[config.mk]
export PLATFORM = sky130hd
export DESIGN_NAME = elc_line_ctrl
export DESIGN_NICKNAME = d
export VERILOG_FILES = /design/src/inc/elc_pkg.sv /design/src/hw/elc_loop_detect.sv /design/src/hw/elc_tx_insert.sv /design/src/hw/elc_line_ctrl.sv
export VERILOG_INCLUDE_DIRS = /design/src /design/src/inc
export SDC_FILE = /design/constraint.sdc
export NUM_CORES = 1
export LEC_CHECK = 0
export BUFFER_PORTS_ARGS = -buffer_cell sky130_fd_sc_hd__buf_2
export CAP_MARGIN = 20
export CORE_UTILIZATION = 25
export CTS_BUF_LIST = sky130_fd_sc_hd__clkbuf_2 sky130_fd_sc_hd__clkbuf_4 sky130_fd_sc_hd__clkbuf_8
export CTS_CLUSTER_SIZE = 10
export DETAILED_ROUTE_END_ITERATION = 10
export SYNTH_ARGS = -nofsm -noshare
export SYNTH_HDL_FRONTEND = slang
export SYNTH_SLANG_ARGS = --single-unit
[constraint.sdc]
create_clock -name aclk -period 3.5 [get_ports aclk]
set_clock_uncertainty 0.2 [all_clocks]
set_input_delay 0.525 -clock aclk [delete_from_list [all_inputs] [get_ports aclk]]
set_output_delay 0.525 -clock aclk [all_outputs]
set_load 0.01 [all_outputs]
[src/inc/elc_consts.svh]
// register map, field positions, reset values and timing for the loop-code block
`ifndef ELC_CONSTS_SVH
`define ELC_CONSTS_SVH

// ----------------------------------------------------------------------------
// register byte addresses
// ----------------------------------------------------------------------------
`define ELC_A_CTRL   4'h0
`define ELC_A_STAT   4'h4
`define ELC_A_MASK   4'h8
`define ELC_A_TEST   4'hc

// ----------------------------------------------------------------------------
// field positions
// ----------------------------------------------------------------------------
`define ELC_B_SEL_HI 7
`define ELC_B_SEL_LO 6
`define ELC_B_CODE   5
`define ELC_B_BPV    2
`define ELC_B_BER    1
`define ELC_B_FLAG   3
`define ELC_B_LB     4
`define ELC_B_MODE   8

// ----------------------------------------------------------------------------
// codes and reset values
// ----------------------------------------------------------------------------
`define ELC_SEL_OFF  2'h0
`define ELC_SEL_UP   2'h1
`define ELC_SEL_DOWN 2'h2
`define ELC_SEL_AUTO 2'h3
`define ELC_QRSS_SEL 3'h4
`define ELC_CTRL_RST 8'h00
`define ELC_TEST_RST 3'h0
`define ELC_RESP_OK  2'h0
`define ELC_RESP_ERR 2'h2

// ----------------------------------------------------------------------------
// timing
// ----------------------------------------------------------------------------
`define ELC_HOLD_SEC 5
`define ELC_CLK_HZ   200000000

`endif

[src/inc/elc_pkg.sv]
// types shared by the loop-code and error-insert block
`default_nettype none

package elc_pkg;

	// ------------------------------------------------------------------------
	// detector modes
	// ------------------------------------------------------------------------
	typedef enum logic [4:0] {
		ELC_OFF       = 5'h01,
		ELC_UP        = 5'h02,
		ELC_DOWN      = 5'h04,
		ELC_AUTO_UP   = 5'h08,
		ELC_AUTO_DOWN = 5'h10
	} elc_mode_t;

	// ------------------------------------------------------------------------
	// carriers and module states
	// ------------------------------------------------------------------------
	typedef struct packed {
		logic pos;
		logic neg;
	} elc_rail_t;

	typedef struct packed {
		logic [2:0] clk_s;
		logic       bpv_q;
		logic       ber_q;
		logic       tick;
		logic       bpv_fire;
		logic       ber_fire;
	} elc_ins_t;

	typedef struct packed {
		logic [4:0]  hist;
		logic [2:0]  seen;
		logic        prev_down;
		logic [31:0] timer;
		logic        done;
		logic        hit;
	} elc_det_t;

	typedef struct packed {
		logic        awready;
		logic        wready;
		logic        arready;
		logic        bvalid;
		logic        rvalid;
		logic [1:0]  bresp;
		logic [1:0]  rresp;
		logic [31:0] rdata;
		logic        aw_got;
		logic        w_got;
		logic [3:0]  waddr;
		logic [31:0] wdata;
		logic        wlane0;
		logic [7:0]  ctrl;
		logic        flag;
		logic        mask;
		logic [2:0]  test_sel;
		elc_mode_t   mode;
		logic        remote_lb;
		logic        irq;
		logic [2:0]  rclk;
		elc_rail_t   rx_s1;
		elc_rail_t   rx_s2;
		logic        rx_last;
		logic [2:0]  rx_win;
		logic        rx_data;
		logic        rx_valid;
		logic [1:0]  txi_s1;
		logic [1:0]  txi_s2;
		logic [3:0]  tx_d;
		logic [3:0]  tx_b;
		logic [3:0]  tx_v;
		logic        tx_last;
		logic        tx_par;
		logic        bpv_pend;
		elc_rail_t   tx_out;
	} elc_top_t;

endpackage : elc_pkg

`default_nettype wire

[src/hw/elc_loop_detect.sv]
// repeating loop-up / loop-down code detector with hold timer
`include "elc_consts.svh"
`default_nettype none

module elc_loop_detect #(
	parameter int unsigned HOLD_CYCLES = `ELC_HOLD_SEC * `ELC_CLK_HZ
) (
	input  wire logic aclk,
	input  wire logic aresetn,
	input  wire logic enable,
	input  wire logic want_down,
	input  wire logic bit_valid,
	input  wire logic bit_in,
	output logic      hit
);

	elc_pkg::elc_det_t r;
	elc_pkg::elc_det_t next_r;
	logic              in_pat;
	logic [2:0]        span;

	// exactly one mark among the lowest n bits of the window
	function automatic logic elc_one_mark(input logic [4:0] w,
		input logic [2:0] n);
		logic [2:0] c;
		c = 3'h0;
		for (int i = 0; i < 5; i++) begin
			if (i < int'(n))
				c = c + {2'h0, w[i]};
		end
		return c == 3'h1;
	endfunction : elc_one_mark

	always_comb begin
		next_r = r;
		next_r.hit = 1'b0;
		next_r.prev_down = want_down;
		span = want_down ? 3'h3 : 3'h5;
		in_pat = 1'b0;
		if (!enable || want_down != r.prev_down) begin
			next_r.hist = 5'h00;
			next_r.seen = 3'h0;
			next_r.timer = 32'h0;
			next_r.done = 1'b0;
		end else begin
			if (bit_valid) begin
				next_r.hist = {r.hist[3:0], bit_in};
				if (r.seen != 3'h5)
					next_r.seen = r.seen + 3'h1;
			end
			// sliding window of 00001 or 001 holds one mark everywhere
			in_pat = next_r.seen >= span &&
				elc_one_mark(next_r.hist, span);
			if (!in_pat) begin
				next_r.timer = 32'h0;
				next_r.done = 1'b0;
			end else if (!r.done) begin
				if (r.timer == 32'(HOLD_CYCLES)) begin
					next_r.hit = 1'b1;
					next_r.done = 1'b1;
				end else begin
					next_r.timer = r.timer + 32'h1;
				end
			end
		end
	end

	always_ff @(posedge aclk) begin
		if (!aresetn)
			r <= '0;
		else
			r <= next_r;
	end

	assign hit = r.hit;

endmodule : elc_loop_detect

`default_nettype wire

[src/hw/elc_tx_insert.sv]
// transmit clock edge finder and one-shot insertion triggers
`default_nettype none

module elc_tx_insert (
	input  wire logic aclk,
	input  wire logic aresetn,
	input  wire logic chan_tx_clock,
	input  wire logic violation_insert_ctl,
	input  wire logic bit_error_insert_ctl,
	output logic      tick,
	output logic      bpv_fire,
	output logic      ber_fire
);

	elc_pkg::elc_ins_t r;
	elc_pkg::elc_ins_t next_r;
	logic              edge_seen;

	always_comb begin
		next_r = r;
		// two flops, then edge compare on the settled copies
		next_r.clk_s = {r.clk_s[1:0], chan_tx_clock};
		edge_seen = r.clk_s[1] & ~r.clk_s[2];
		next_r.tick = edge_seen;
		next_r.bpv_fire = 1'b0;
		next_r.ber_fire = 1'b0;
		if (edge_seen) begin
			// control bits are looked at only on transmit clock rises
			next_r.bpv_q = violation_insert_ctl;
			next_r.ber_q = bit_error_insert_ctl;
			next_r.bpv_fire = violation_insert_ctl & ~r.bpv_q;
			next_r.ber_fire = bit_error_insert_ctl & ~r.ber_q;
		end
	end

	always_ff @(posedge aclk) begin
		if (!aresetn)
			r <= '0;
		else
			r <= next_r;
	end

	assign tick = r.tick;
	assign bpv_fire = r.bpv_fire;
	assign ber_fire = r.ber_fire;

endmodule : elc_tx_insert

`default_nettype wire

[src/hw/elc_line_ctrl.sv]
// e1 channel loop-code detection, line coding and error insertion top
//
// Decided for this implementation: the placing of the registers and the AXI4-Lite register port.
`include "elc_consts.svh"
`default_nettype none

module elc_line_ctrl #(
	parameter int unsigned HOLD_CYCLES = `ELC_HOLD_SEC * `ELC_CLK_HZ
) (
	input  wire logic              aclk,
	input  wire logic              aresetn,
	input  wire logic [3:0]        awaddr,
	input  wire logic              awvalid,
	output logic                   awready,
	input  wire logic [31:0]       wdata,
	input  wire logic [3:0]        wstrb,
	input  wire logic              wvalid,
	output logic                   wready,
	output logic [1:0]             bresp,
	output logic                   bvalid,
	input  wire logic              bready,
	input  wire logic [3:0]        araddr,
	input  wire logic              arvalid,
	output logic                   arready,
	output logic [31:0]            rdata,
	output logic [1:0]             rresp,
	output logic                   rvalid,
	input  wire logic              rready,
	input  wire logic              chan_rx_clock,
	input  wire elc_pkg::elc_rail_t rx_rail,
	input  wire logic              chan_tx_clock,
	input  wire logic              tx_data,
	input  wire logic              tx_test_data,
	output elc_pkg::elc_rail_t     tx_rail,
	output logic                   rx_data,
	output logic                   rx_valid,
	output logic                   remote_loopback,
	output logic                   irq
);

	elc_pkg::elc_top_t r;
	elc_pkg::elc_top_t next_r;
	logic              det_hit;
	logic              det_on;
	logic              det_down;
	logic              ins_tick;
	logic              bpv_fire;
	logic              ber_fire;
	logic              hdb3;
	logic              rx_edge;
	logic              rx_mark;
	logic              rx_viol;
	logic              tx_in;
	logic              mark;
	logic              ins;
	logic              viol;
	logic              pol;
	logic              par;
	logic [3:0]        d;
	logic [3:0]        b;
	logic [3:0]        v;
	logic              flag_set;

	function automatic logic elc_mapped(input logic [3:0] a);
		return a == `ELC_A_CTRL || a == `ELC_A_STAT ||
			a == `ELC_A_MASK || a == `ELC_A_TEST;
	endfunction : elc_mapped

	// ------------------------------------------------------------------------
	// sub blocks
	// ------------------------------------------------------------------------
	elc_loop_detect #(
		.HOLD_CYCLES(HOLD_CYCLES)
	) u_det (
		.aclk      (aclk),
		.aresetn   (aresetn),
		.enable    (det_on),
		.want_down (det_down),
		.bit_valid (r.rx_valid),
		.bit_in    (r.rx_data),
		.hit       (det_hit)
	);

	elc_tx_insert u_ins (
		.aclk                 (aclk),
		.aresetn              (aresetn),
		.chan_tx_clock        (chan_tx_clock),
		.violation_insert_ctl (r.ctrl[`ELC_B_BPV]),
		.bit_error_insert_ctl (r.ctrl[`ELC_B_BER]),
		.tick                 (ins_tick),
		.bpv_fire             (bpv_fire),
		.ber_fire             (ber_fire)
	);

	assign det_on = r.mode != elc_pkg::ELC_OFF;
	assign det_down = r.mode == elc_pkg::ELC_DOWN ||
		r.mode == elc_pkg::ELC_AUTO_DOWN;

	// ------------------------------------------------------------------------
	// next state
	// ------------------------------------------------------------------------
	always_comb begin
		next_r = r;
		flag_set = 1'b0;
		rx_mark = 1'b0;
		rx_viol = 1'b0;
		tx_in = 1'b0;
		mark = 1'b0;
		ins = 1'b0;
		viol = 1'b0;
		pol = 1'b0;
		par = 1'b0;
		d = r.tx_d;
		b = r.tx_b;
		v = r.tx_v;
		hdb3 = ~r.ctrl[`ELC_B_CODE];

		// receive side: sync pins, decode one bit per rx clock rise
		next_r.rclk = {r.rclk[1:0], chan_rx_clock};
		next_r.rx_s1 = rx_rail;
		next_r.rx_s2 = r.rx_s1;
		rx_edge = r.rclk[1] & ~r.rclk[2];
		next_r.rx_valid = 1'b0;
		if (rx_edge) begin
			rx_mark = r.rx_s2.pos | r.rx_s2.neg;
			// a same-polarity mark closes a 000v or b00v group
			rx_viol = hdb3 && rx_mark &&
				r.rx_s2.pos == r.rx_last;
			next_r.rx_data = rx_viol ? 1'b0 : r.rx_win[2];
			next_r.rx_valid = 1'b1;
			next_r.rx_win = rx_viol ? 3'h0 : {r.rx_win[1:0], rx_mark};
			if (rx_mark)
				next_r.rx_last = r.rx_s2.pos;
		end

		// transmit side: four-bit window for zero substitution
		next_r.txi_s1 = {tx_test_data, tx_data};
		next_r.txi_s2 = r.txi_s1;
		if (ins_tick) begin
			if (r.test_sel == `ELC_QRSS_SEL)
				tx_in = r.txi_s2[1] ^ ber_fire;
			else
				tx_in = r.txi_s2[0];
			mark = r.tx_d[3] | r.tx_b[3] | r.tx_v[3];
			// pending violation lands on the next ordinary mark
			ins = r.bpv_pend & mark & ~r.tx_v[3];
			viol = r.tx_v[3] | ins;
			pol = viol ? r.tx_last : ~r.tx_last;
			next_r.tx_out.pos = mark & pol;
			next_r.tx_out.neg = mark & ~pol;
			if (mark)
				next_r.tx_last = pol;
			if (ins)
				next_r.bpv_pend = 1'b0;
			par = r.tx_v[3] ? 1'b0 : r.tx_par ^ mark;
			next_r.tx_par = par;
			d = {r.tx_d[2:0], tx_in};
			b = {r.tx_b[2:0], 1'b0};
			v = {r.tx_v[2:0], 1'b0};
			if (hdb3 && d == 4'h0 && b == 4'h0 && v == 4'h0) begin
				v[0] = 1'b1;
				if (!par)
					b[3] = 1'b1;
			end
			next_r.tx_d = d;
			next_r.tx_b = b;
			next_r.tx_v = v;
		end
		if (bpv_fire)
			next_r.bpv_pend = 1'b1;

		// loop-code mode sequencing
		case (r.mode)
		elc_pkg::ELC_OFF: begin
		end
		elc_pkg::ELC_UP, elc_pkg::ELC_DOWN: begin
			if (det_hit)
				flag_set = 1'b1;
		end
		elc_pkg::ELC_AUTO_UP: begin
			if (det_hit) begin
				flag_set = 1'b1;
				next_r.remote_lb = 1'b1;
				next_r.mode = elc_pkg::ELC_AUTO_DOWN;
			end
		end
		elc_pkg::ELC_AUTO_DOWN: begin
			if (det_hit) begin
				flag_set = 1'b1;
				next_r.remote_lb = 1'b0;
				next_r.mode = elc_pkg::ELC_OFF;
			end
		end
		default: begin
			next_r.mode = elc_pkg::ELC_OFF;
		end
		endcase

		// bus write channels, taken in either order
		if (awvalid && r.awready) begin
			next_r.aw_got = 1'b1;
			next_r.waddr = awaddr;
		end
		if (wvalid && r.wready) begin
			next_r.w_got = 1'b1;
			next_r.wdata = wdata;
			next_r.wlane0 = wstrb[0];
		end
		if (r.bvalid && bready)
			next_r.bvalid = 1'b0;
		if (r.aw_got && r.w_got) begin
			next_r.aw_got = 1'b0;
			next_r.w_got = 1'b0;
			next_r.bvalid = 1'b1;
			next_r.bresp = elc_mapped(r.waddr) ?
				`ELC_RESP_OK : `ELC_RESP_ERR;
			if (r.wlane0) begin
				case (r.waddr)
				`ELC_A_CTRL: begin
					next_r.ctrl = r.wdata[7:0];
					// only a new select value restarts the sequencer
					if (r.wdata[`ELC_B_SEL_HI:`ELC_B_SEL_LO] !=
						r.ctrl[`ELC_B_SEL_HI:`ELC_B_SEL_LO]) begin
						next_r.remote_lb = 1'b0;
						case (r.wdata[`ELC_B_SEL_HI:`ELC_B_SEL_LO])
						`ELC_SEL_UP: next_r.mode = elc_pkg::ELC_UP;
						`ELC_SEL_DOWN: next_r.mode = elc_pkg::ELC_DOWN;
						`ELC_SEL_AUTO: next_r.mode = elc_pkg::ELC_AUTO_UP;
						default: next_r.mode = elc_pkg::ELC_OFF;
						endcase
					end
				end
				`ELC_A_STAT: begin
					if (r.wdata[`ELC_B_FLAG])
						next_r.flag = 1'b0;
				end
				`ELC_A_MASK: next_r.mask = r.wdata[`ELC_B_FLAG];
				`ELC_A_TEST: next_r.test_sel = r.wdata[2:0];
				default: begin
				end
				endcase
			end
		end
		// a detection in the clearing cycle is kept
		if (flag_set)
			next_r.flag = 1'b1;

		// bus read channel
		if (r.rvalid && rready)
			next_r.rvalid = 1'b0;
		if (arvalid && r.arready) begin
			next_r.rvalid = 1'b1;
			next_r.rresp = elc_mapped(araddr) ?
				`ELC_RESP_OK : `ELC_RESP_ERR;
			next_r.rdata = 32'h0;
			case (araddr)
			`ELC_A_CTRL: next_r.rdata[7:0] = r.ctrl;
			`ELC_A_STAT: next_r.rdata[`ELC_B_FLAG] = r.flag;
			`ELC_A_MASK: next_r.rdata[`ELC_B_FLAG] = r.mask;
			`ELC_A_TEST: begin
				next_r.rdata[2:0] = r.test_sel;
				next_r.rdata[`ELC_B_LB] = r.remote_lb;
				next_r.rdata[`ELC_B_MODE +: 5] = r.mode;
			end
			default: begin
			end
			endcase
		end

		next_r.irq = next_r.flag & next_r.mask;
		next_r.awready = !next_r.aw_got && !next_r.bvalid;
		next_r.wready = !next_r.w_got && !next_r.bvalid;
		next_r.arready = !next_r.rvalid;
	end

	// ------------------------------------------------------------------------
	// state register
	// ------------------------------------------------------------------------
	always_ff @(posedge aclk) begin
		if (!aresetn) begin
			r <= '0;
			r.mode <= elc_pkg::ELC_OFF;
			r.ctrl <= `ELC_CTRL_RST;
			r.test_sel <= `ELC_TEST_RST;
		end else begin
			r <= next_r;
		end
	end

	assign awready = r.awready;
	assign wready = r.wready;
	assign bresp = r.bresp;
	assign bvalid = r.bvalid;
	assign arready = r.arready;
	assign rdata = r.rdata;
	assign rresp = r.rresp;
	assign rvalid = r.rvalid;
	assign tx_rail = r.tx_out;
	assign rx_data = r.rx_data;
	assign rx_valid = r.rx_valid;
	assign remote_loopback = r.remote_lb;
	assign irq = r.irq;

endmodule : elc_line_ctrl

`default_nettype wire

==> impl_metrics.yaml, run 1 <==
finish:
  regArea_um2: 2750
  final_common_cell: "dfxtp_1"
  final_cells: 1043
  final_net_count: 782
  fin_area_um2: 7090
  syn2layout_area_growth_pct: 16.0
  n_fill_cell: 2499
  drive_gt1_share_pct: 18.9
  layout_common_cells: "136 x dfxtp_1, 96 x nor2_1, 55 x buf_2"
  multi_input_area_um2: 3080
  diodes: 0
  post-route-util_pct: 29.8
synth:
  async_flop_share_pct: 0
  avgSynthCellArea_um2: 9.13
  ys_types: 65
  synth_top_cell_by_area: "dfxtp_1"
  synth-seq-cells: 137
  seq_area_frac_synth_pct: 44.9
  synth_top_area_share_pct: 44.9
  synth_cells: 669
  ys_warn_count: 0
  synthTopCellsByArea: "dfxtp_1 45%, nor2_1 6.2%, mux2i_1 4.9%, buf_4 4.8%, xor2_1 3.6%"
  syn_area_um2: 6110
  synth_edf_count: 0
  synth_flop_cell: "dfxtp_1"
floorplanning:
  ios: 104
  die_h_um: 158
  coreArea_um2: 23800
  fp.dieArea_um2: 25100
  die-width_um: 158
  rows: 56
  initial_utilization_pct: 25.7
sta:
  post-route-min-period_ns: 3.46
  setup_viol: 0
  worst_pin_slew_ns: 1.01
  rsz0062_at_grt: "yes"
  finalCritPeriodShare_pct: 98.9
  setup_slack_ns: 0.0381
  slew_violations: 0
  hold_violations: 0
  max_freq_mhz: 289
  relSlewSlack_pct: 32.1
worst_hold_path:
  hold_path.class: "primary input to flop"
  holdPathStages: 2
  hold_path_end: "next_r[27]"
  hold_start: "rx_rail[0]"
grt:
  grt_max_degree: 71
  first_global_vias: 4167
  antenna_found_initial: 0
  grt_pass1_wl_mm: 20.2
  track_usage_pct: 10.2
  grt-ovfl-total: 0
setup_path:
  crit_arrival_ns: 3.60
  cp-end-kind: "flop"
  worstRegToRegCells: 14
  start_kind: "flop"
  cp_cell_sequence: "mux2i_4 -> fa_1 -> inv_2 -> ha_4 -> fa_1 -> nand2_1 -> o21ai_1 -> ha_2 -> xor2_1 -> nor3_1 -> and3_1 -> o211ai_4 -> buf_12 -> nor2_1"
  crit_family: "adder cells"
  r2r_end: "u_det.r[14]"
  path_buf_inv: 2
  path_max_fanout: 25
  cpMaxStageDelayCell: "fa_1"
  r2r_slack_ns: 0.04
  crit_type: "flop to flop"
  crit_path_max_incr_delay_ns: 0.59
  worst_ep_required_time_ns: 3.64
  crit_top_cell: "fa_1"
  reg2reg_from: "rx_valid"
route:
  via_per_inst: 4.33
  avgRoutedWirePerCell_um: 11.8
  ant_nets: 0
  dr_wl_met3_um: 508
  vias: 4518
  first_iter_violations: 232
  maxUsedRoutingLayer: "met4"
  remaining_drc_errors: 0
  wirelength_met1_mm: 5.86
  routed_wl_mm: 12.3
  dr_wl_met2_mm: 5.70
  drt-pass1-iter-count: 4
place:
  dp.cells: 1010
  dp_slack_ns: -0.126
  placed_cell_area_um2: 6550
  gp_congestion: 0.764
  port_buffers: 55
  hpwl_mm: 8.74
clocking:
  insertion_delay_ns: 0.45
  cts_root_buffer: "clkbuf_8"
  ctsHoldBuffers: 0
  clk_pin_slew_ns: 0.07
  cts_inserted_buffers: 17
  h-tree-depth: 4
  cts_tree: "yes"
  clk_path_buf_depth: 2
  clock-sinks: 137
pwr:
  power_uw: 3120
  vdd_drop_max_mv: 0.243
  p_per_area_nw_per_um2: 440
  power_leakage_uw: 0.00271
run_status:
  outcome: "complete, no violations"
flow_run:
  max-cap-violations: 0
where the power goes:
group          switching (uW)  total (uW)  leakage (uW)  internal (uW)
Clock                     584        1400      0.000222            818
Sequential               22.4        1600       0.00111           1580
Combinational            67.1         111       0.00137           43.8
Total                     673        3120       0.00271           2440
per-layer routing:
layer	global-route usage, %	up-vias
li1	-	2329
met1	12.8	2105
met2	16.3	65
met3	3.38	19
met4	3.85	0
met5	0	-
metrics by stage:
step / hold WS, ns / TNS [ns]
final: 0.0862 / 0
after global routing: 0.0600 / -3.13
after CTS: 0.0567 / 0
after detailed placement: 0.211 / -3.61
after global placement: 0.205 / -1.68
after floorplan: 0.198 / 0
kinds of logic (layout without fill, tap and decap cells):
family	after synthesis	after routing	share of synthesized area [%]
compound gates	81	81	8.42
xor+xnor	39	39	5.59
fa+ha+maj	14	14	3.11
buf+inv	77	112	7.37
flops	137	137	44.9
mux	35	35	5.84
other cells	1	21	0.0614
simple gates	285	285	24.7
flip-flops by register name (all words and copies together) (netlist names), 2 cells and up:
name          cells
rdata            13
r                54
u_ins.r           3
u_det.r          42
u_ins.next_r      2
tx_rail           2
next_r            6
repair_timing:
item / in CTS / in global routing
setup buffers: 0 / 1
pin swaps: 1 / 6
gates cloned: 0 / 0
gates resized for setup: 4 / 16
endpoints found under the setup margin: 34 / 34
cell usage after synthesis (14+ instances only):
cell type	instances
nand2_1	50
buf_4	39
clkbuf_1	14
a22oi_1	16
and2_1	16
nand3_1	17
inv_1	15
nor2_1	101
nand4_1	17
a21oi_1	34
mux2i_1	30
xnor2_1	14
dfxtp_1	137
xor2_1	25
final cells by class:
| class | instances | share of cell area [%] |
|---|---|---|
| clock buffer | 20 | 3.80 |
| clock inverter | 12 | 2.44 |
| inverter | 16 | 0.847 |
| multi-input combinational | 475 | 43.5 |
| sequential | 137 | 38.7 |
| tap | 319 | 5.63 |
| timing repair buffer | 64 | 5.07 |
worst reg2reg max path: stages, from the launching register on:
cell      delay [ns]
dfxtp_4         0.39
mux2i_4         0.20
fa_1            0.59
inv_2           0.07
ha_4            0.15
fa_1            0.48
nand2_1         0.05
o21ai_1         0.09
ha_2            0.19
xor2_1          0.16
nor3_1          0.06
and3_1          0.20
o211ai_4        0.24
buf_12          0.21
nor2_1          0.07
how the worst max path moves through the flow:
| stage | start | end | slack, ns | cells after the start |
|---|---|---|---|---|
| 2_1_floorplan | rx_valid | u_det.r[1] | 0.009 | 15 |
| 3_3_place_gp | rx_valid | u_det.r[1] | -0.07 | 14 |
| 3_5_place_dp | rx_valid | u_det.r[1] | -0.13 | 14 |
| 4_1_cts | rx_valid | u_det.r[1] | 0.02 | 14 |
| 5_1_grt | rx_valid | u_det.r[11] | -0.11 | 14 |
| 6_report | rx_valid | u_det.r[14] | 0.04 | 14 |
Power figures use the tool's default switching activity.
==> inputs of run 2 (changes only) <==
- ABC_CLOCK_PERIOD_IN_PS: not set -> 3500
- SYNTH_HIERARCHICAL: not set -> 1
==> run 2 against run 1 <==
Effect of this change:
- the flow now finishes with violations (negative setup slack)
- worst setup slack lost 0.064 ns
- sequential share of layout area shrank 0.27 points
- combinational power grew 7%
==> impl_metrics.yaml, run 2 <==
setup_path:
  worstRegToRegCells: 14
  worst_ep_required_time_ns: 3.68
  cp_cell_sequence: "buf_6 -> mux2i_4 -> fa_1 -> inv_1 -> ha_2 -> fa_1 -> nor2_1 -> a21oi_1 -> ha_2 -> nor3_2 -> a21oi_1 -> a211o_1 -> buf_12 -> nor2_1"
  cpMaxStageDelayCell: "fa_1"
  path_max_fanout: 26
  crit_path_max_incr_delay_ns: 0.57
  cp-end-kind: "flop"
  r2r_end: "u_det/r[15]"
  crit_arrival_ns: 3.70
  start_kind: "flop"
  crit_type: "flop to flop"
  reg2reg_from: "rx_valid"
  r2r_slack_ns: -0.03
place:
  port_buffers: 55
  dp_slack_ns: -0.0477
  placed_cell_area_um2: 6650
  hpwl_mm: 8.89
  gp_congestion: 0.799
  dp.cells: 1023
floorplanning:
  rows: 56
  die_h_um: 159
  initial_utilization_pct: 25.8
  ios: 104
  coreArea_um2: 23800
  die-width_um: 159
  fp.dieArea_um2: 25200
clocking:
  ctsHoldBuffers: 0
  clk_pin_slew_ns: 0.08
  clock-sinks: 137
  h-tree-depth: 4
  cts_inserted_buffers: 17
  clk_path_buf_depth: 2
  cts_tree: "yes"
  insertion_delay_ns: 0.44
  cts_root_buffer: "clkbuf_8"
route:
  first_iter_violations: 317
  remaining_drc_errors: 0
  via_per_inst: 4.39
  drt-pass1-iter-count: 4
  vias: 4631
  avgRoutedWirePerCell_um: 11.9
  ant_nets: 0
  routed_wl_mm: 12.6
pwr:
  internal-power_uw: 2460
  combPwrFrac_pct: 3.8
  seqPwrFrac_pct: 50.8
  power_switching_uw: 695
  vdd_drop_max_mv: 0.246
  swShare_pct: 22.0
  clkPwrFrac_pct: 45.4
  power_leakage_uw: 0.00272
  p_per_area_nw_per_um2: 442
synth:
  synth_flop_cell: "dfxtp_1"
  syn_area_um2: 6130
  synth_cells: 677
  synthTopCellsByCount: "137 x dfxtp_1, 86 x nor2_1, 62 x nand2_1, 38 x buf_4, 36 x a21oi_1"
  ys_types: 65
  async_flop_share_pct: 0
  seq_area_frac_synth_pct: 44.7
  synth_top_area_share_pct: 44.7
  synth-seq-cells: 137
  yosysMostFrequentCell: "dfxtp_1"
  synthTopCellsByArea: "dfxtp_1 45%, nor2_1 5.3%, buf_4 4.7%, mux2i_1 4.2%, nand2_1 3.8%"
  synth_edf_count: 0
  ys_warn_count: 6
  synth_top_cell_by_area: "dfxtp_1"
  avgSynthCellArea_um2: 9.06
finish:
  largest_reg_flops: 54
  syn2layout_area_growth_pct: 16.3
  drive_gt1_share_pct: 18.0
  final_net_count: 796
  n_fill_cell: 2486
  fin_area_um2: 7130
  final_common_cell: "dfxtp_1"
  diodes: 0
  largest-register: "r"
  final_cells: 1056
  layout_common_cells: "136 x dfxtp_1, 86 x nor2_1, 62 x nand2_1"
worst_hold_path:
  hold_start: "rx_rail[0]"
  hold_path.class: "primary input to flop"
  holdPathStages: 2
  hold_path_end: "next_r[27]"
run_status:
  outcome: "finished, violations left"
  violations: "negative setup slack"
sta:
  relSlewSlack_pct: 51.4
  hold_violations: 0
  max_freq_mhz: 284
  worst_pin_slew_ns: 0.720
  slew_violations: 0
  post-route-min-period_ns: 3.53
  setup_viol: 21
  hold_ws_ns: 0.0973
  finalCritPeriodShare_pct: 101
  setup_slack_ns: -0.0259
  rsz0062_at_grt: "yes"
grt:
  track_usage_pct: 10.6
  antenna_found_initial: 0
  grt-ovfl-total: 0
  grt_max_degree: 37
  first_global_vias: 4299
  grt_pass1_wl_mm: 20.8
flow_run:
  max-cap-violations: 0
-- run 2: cell families after synthesis --
logic type	Yosys count	share of synthesized area, %
other	1	0.0611
xor gates and xnor gates	38	5.55
DFF	137	44.7
and+or+nand+nor	289	24.7
muxes	32	5.34
adders and majority gates	14	3.10
AOI/OAI and AO/OA	88	9.32
buffers and inverters	78	7.26
-- run 2: repair_timing --
action / in CTS / in global routing
setup buffers: 0 / 2
setup endpoints to repair: 34 / 34
resized for setup: 4 / 4
-- run 2: power by group through the flow --
stage | combinational (uW) | clock (uW) | sequential (uW)
after floorplan | 94.9 | 0 | 1640
after global placement | 119 | 0 | 1640
after detailed placement | 120 | 0 | 1640
after CTS | 121 | 1480 | 1600
after global routing | 136 | 1550 | 1610
final | 119 | 1430 | 1600
-- run 2: area by class of cell --
| type | instances | area, um^2 | share of cell area, % |
|---|---|---|---|
| multi-input cells | 482 | 3070 | 43.0 |
| flip-flops and latches | 137 | 2740 | 38.5 |
| repair buffers | 71 | 419 | 5.88 |
| well taps | 319 | 399 | 5.60 |
| clock buffers | 21 | 277 | 3.88 |
| clock inverters | 10 | 166 | 2.33 |
| inverters | 16 | 60.1 | 0.842 |
-- run 2: worst max-delay path by stage --
stage                   to  slack [ns]  cells past startpoint     start
5_1_grt        u_det/r[23]       -0.23                     14  rx_valid
3_5_place_dp     u_det/hit       -0.05                     13  rx_valid
3_3_place_gp     u_det/hit       -0.01                     13  rx_valid
6_report       u_det/r[15]       -0.03                     14  rx_valid
2_1_floorplan  u_det/r[31]      0.0008                     16  rx_valid
4_1_cts        u_det/r[21]       -0.04                     15  rx_valid
-- run 2: worst max-delay path: cells and delay by family (launching register included) --
kind,cells,cell delay (ns)
fa+ha+maj,4,1.51
flops,1,0.34
mux,1,0.19
compound gates,3,0.53
simple gates,3,0.29
buf+inv,3,0.37
-- run 2: routing by layer --
metal / global-route usage (%) / vias up / wire [um]
met4: 4.26 / 0 / 184
met2: 17.3 / 80 / 5930
met5: 0 / - / 0
li1: - / 2373 / -
met1: 13.2 / 2163 / 5950
met3: 2.89 / 15 / 478
-- run 2: per-stage QoR --
stage | setup TNS [ns] | total power, uW | util, %
finish | -0.166 | 3150 | 30.0
global route | -6.42 | 3290 | 30.0
CTS | -0.381 | 3200 | 29.9
detailed placement | -0.0685 | 1760 | 28.0
global placement | -0.0132 | 1760 | 28.0
floorplan | 0 | 1730 | -
==> inputs of run 3 (changes only) <==
- CORE_MARGIN: not set -> 5
==> run 3 against run 2 <==
Effect of this change:
- the run now ends clean
- non-clock buffer count is 5 lower
- power fell by 4.7%
- utilization decreased by 0.99 points
- critical path depth fell by 1
- first-iteration DRC count down 5.4%
- maximum frequency is 2.2% higher
- via count fell by 0.67%
- worst setup slack improved by 0.077 ns
- critical path type unchanged
- critical endpoint is now u_det/r[31]
==> impl_metrics.yaml, run 3 (synthesis results as in run 2) <==
run_status:
  outcome: "complete, no violations"
finish:
  drive_gt1_share_pct: 17.2
  final_cells: 1056
  final_common_cell: "dfxtp_1"
  n_fill_cell: 2578
  diodes: 0
  fin_area_um2: 7040
  syn2layout_area_growth_pct: 14.8
  largest-register: "r"
  final_net_count: 791
  regArea_um2: 2750
  post-route-util_pct: 29.0
  multi_input_area_um2: 3070
  largest_reg_flops: 54
  layout_common_cells: "136 x dfxtp_1, 86 x nor2_1, 62 x nand2_1"
sta:
  worst_pin_slew_ns: 0.705
  relSlewSlack_pct: 52.3
  setup_viol: 0
  slew_violations: 0
  rsz0062_at_grt: "yes"
  max_freq_mhz: 290
  post-route-min-period_ns: 3.45
  finalCritPeriodShare_pct: 98.5
  hold_violations: 0
clocking:
  cts_inserted_buffers: 17
  clock-sinks: 137
  h-tree-depth: 4
  cts_root_buffer: "clkbuf_8"
  clk_path_buf_depth: 2
  insertion_delay_ns: 0.44
  clk_pin_slew_ns: 0.07
  ctsHoldBuffers: 0
  cts_tree: "yes"
route:
  vias: 4600
  avgRoutedWirePerCell_um: 11.8
  first_iter_violations: 300
  drt-pass1-iter-count: 4
  via_per_inst: 4.36
  remaining_drc_errors: 0
  ant_nets: 0
  routed_wl_mm: 12.5
setup_path:
  crit_family: "adder cells"
  crit_path_max_incr_delay_ns: 0.58
  r2r_end: "u_det/r[31]"
  cpMaxStageDelayCell: "fa_1"
  r2r_slack_ns: 0.05
  reg2reg_from: "rx_valid"
  start_kind: "flop"
  crit_type: "flop to flop"
  path_depth: 13
  worstRegToRegCells: 13
  path_buf_inv: 2
  crit_top_cell: "a21oi_1"
  crit_arrival_ns: 3.62
  worst_ep_required_time_ns: 3.67
  cp_cell_sequence: "mux2i_4 -> fa_1 -> inv_1 -> ha_2 -> fa_1 -> nor2_1 -> a21oi_1 -> ha_1 -> nor3_1 -> a21oi_1 -> a211o_1 -> buf_6 -> a21oi_1"
  path_max_fanout: 21
  cp-end-kind: "flop"
place:
  port_buffers: 55
  dp.cells: 1024
  hpwl_mm: 9.03
  placed_cell_area_um2: 6620
  gp_congestion: 0.801
flow_run:
  max-cap-violations: 0
pwr:
  combPwrFrac_pct: 3.9
  p_per_area_nw_per_um2: 427
  internal-power_uw: 2340
  seqPwrFrac_pct: 53.3
  vdd_drop_max_mv: 0.295
  power_uw: 3010
  clkPwrFrac_pct: 42.8
  power_leakage_uw: 0.00268
  swShare_pct: 22.0
  power_switching_uw: 662
grt:
  grt-ovfl-total: 0
  globalRouteMet3Util_pct: 2.99
  track_usage_pct: 9.03
  grt_max_degree: 36
  first_global_vias: 4327
  grt_pass1_wl_mm: 20.9
  busiest_layer: "met2"
  grtUsageMet1_pct: 11.3
  antenna_found_initial: 0
  met2_usage_pct: 14.5
floorplanning:
  coreArea_um2: 24200
  rows: 57
  die-width_um: 167
  ios: 104
  fp.dieArea_um2: 27800
  initial_utilization_pct: 25.3
  die_h_um: 167
worst_hold_path:
  hold_path_end: "next_r[32]"
  hold_start: "chan_rx_clock"
  holdPathStages: 2
  hold_path.class: "primary input to flop"
[run 3: changes by cell type in the layout (fill, tap and decap cells not counted), moves of 2 or more]
cell	delta
clkinv_2	+2
clkbuf_4	+2
clkinv_4	-2
bufinv_16	-2
buf_4	-3
[run 3: worst reg2reg max path, delay by kind of cell (launching register included)]
family          cells  cell delay, ns
compound gates      4            0.63
fa+ha+maj           4            1.49
buf+inv             2            0.25
flops               1            0.39
mux                 1            0.21
simple gates        2            0.20
[run 3: repair_timing]
item / CTS / global route
hold endpoints to repair: 0 / 0
gates resized for setup: 6 / 1
pin swaps: 0 / 2
setup buffers: 1 / 1
endpoints found under the setup margin: 34 / 34
[run 3: how the worst max path moves through the flow]
| stage | start | slack (ns) | endpoint |
|---|---|---|---|
| 2_1_floorplan | rx_valid | 0.0008 | u_det/r[31] |
| 3_3_place_gp | rx_valid | -0.004 | u_det/r[31] |
| 3_5_place_dp | rx_valid | -0.06 | u_det/r[33] |
| 4_1_cts | rx_valid | 0.008 | u_det/r[4] |
| 5_1_grt | rx_valid | -0.19 | u_det/r[29] |
| 6_report | rx_valid | 0.05 | u_det/r[31] |
[run 3: cell type report]
cell class	count	share of cell area, %
clock buffer	24	4.34
timing repair buffer	66	5.19
multi-input combinational	482	43.6
clock inverter	7	1.30
inverter	16	0.853
sequential	137	39.0
tap	324	5.76
[run 3: routing by layer]
metal	up-vias	routed length (um)
li1	2368	-
met1	2161	5980
met2	55	5840
met3	16	480
met4	0	158
met5	-	0
[run 3: power groups by stage]
stage	combinational, uW	clock [uW]	sequential [uW]
after global routing	131	1400	1610
after CTS	120	1330	1600
after floorplan	94.9	0	1640
final	118	1290	1600
after detailed placement	120	0	1640
after global placement	119	0	1640
[run 3: stage by stage]
stage	TNS, ns	setup slack (ns)	hold WS (ns)
final	0	0.0508	0.102
after floorplan	0	0.000848	0.206
after global routing	-5.36	-0.194	0.0733
after global placement	-0.00379	-0.00379	0.218
after detailed placement	-0.804	-0.0555	0.220
after CTS	0	0.00836	0.0733
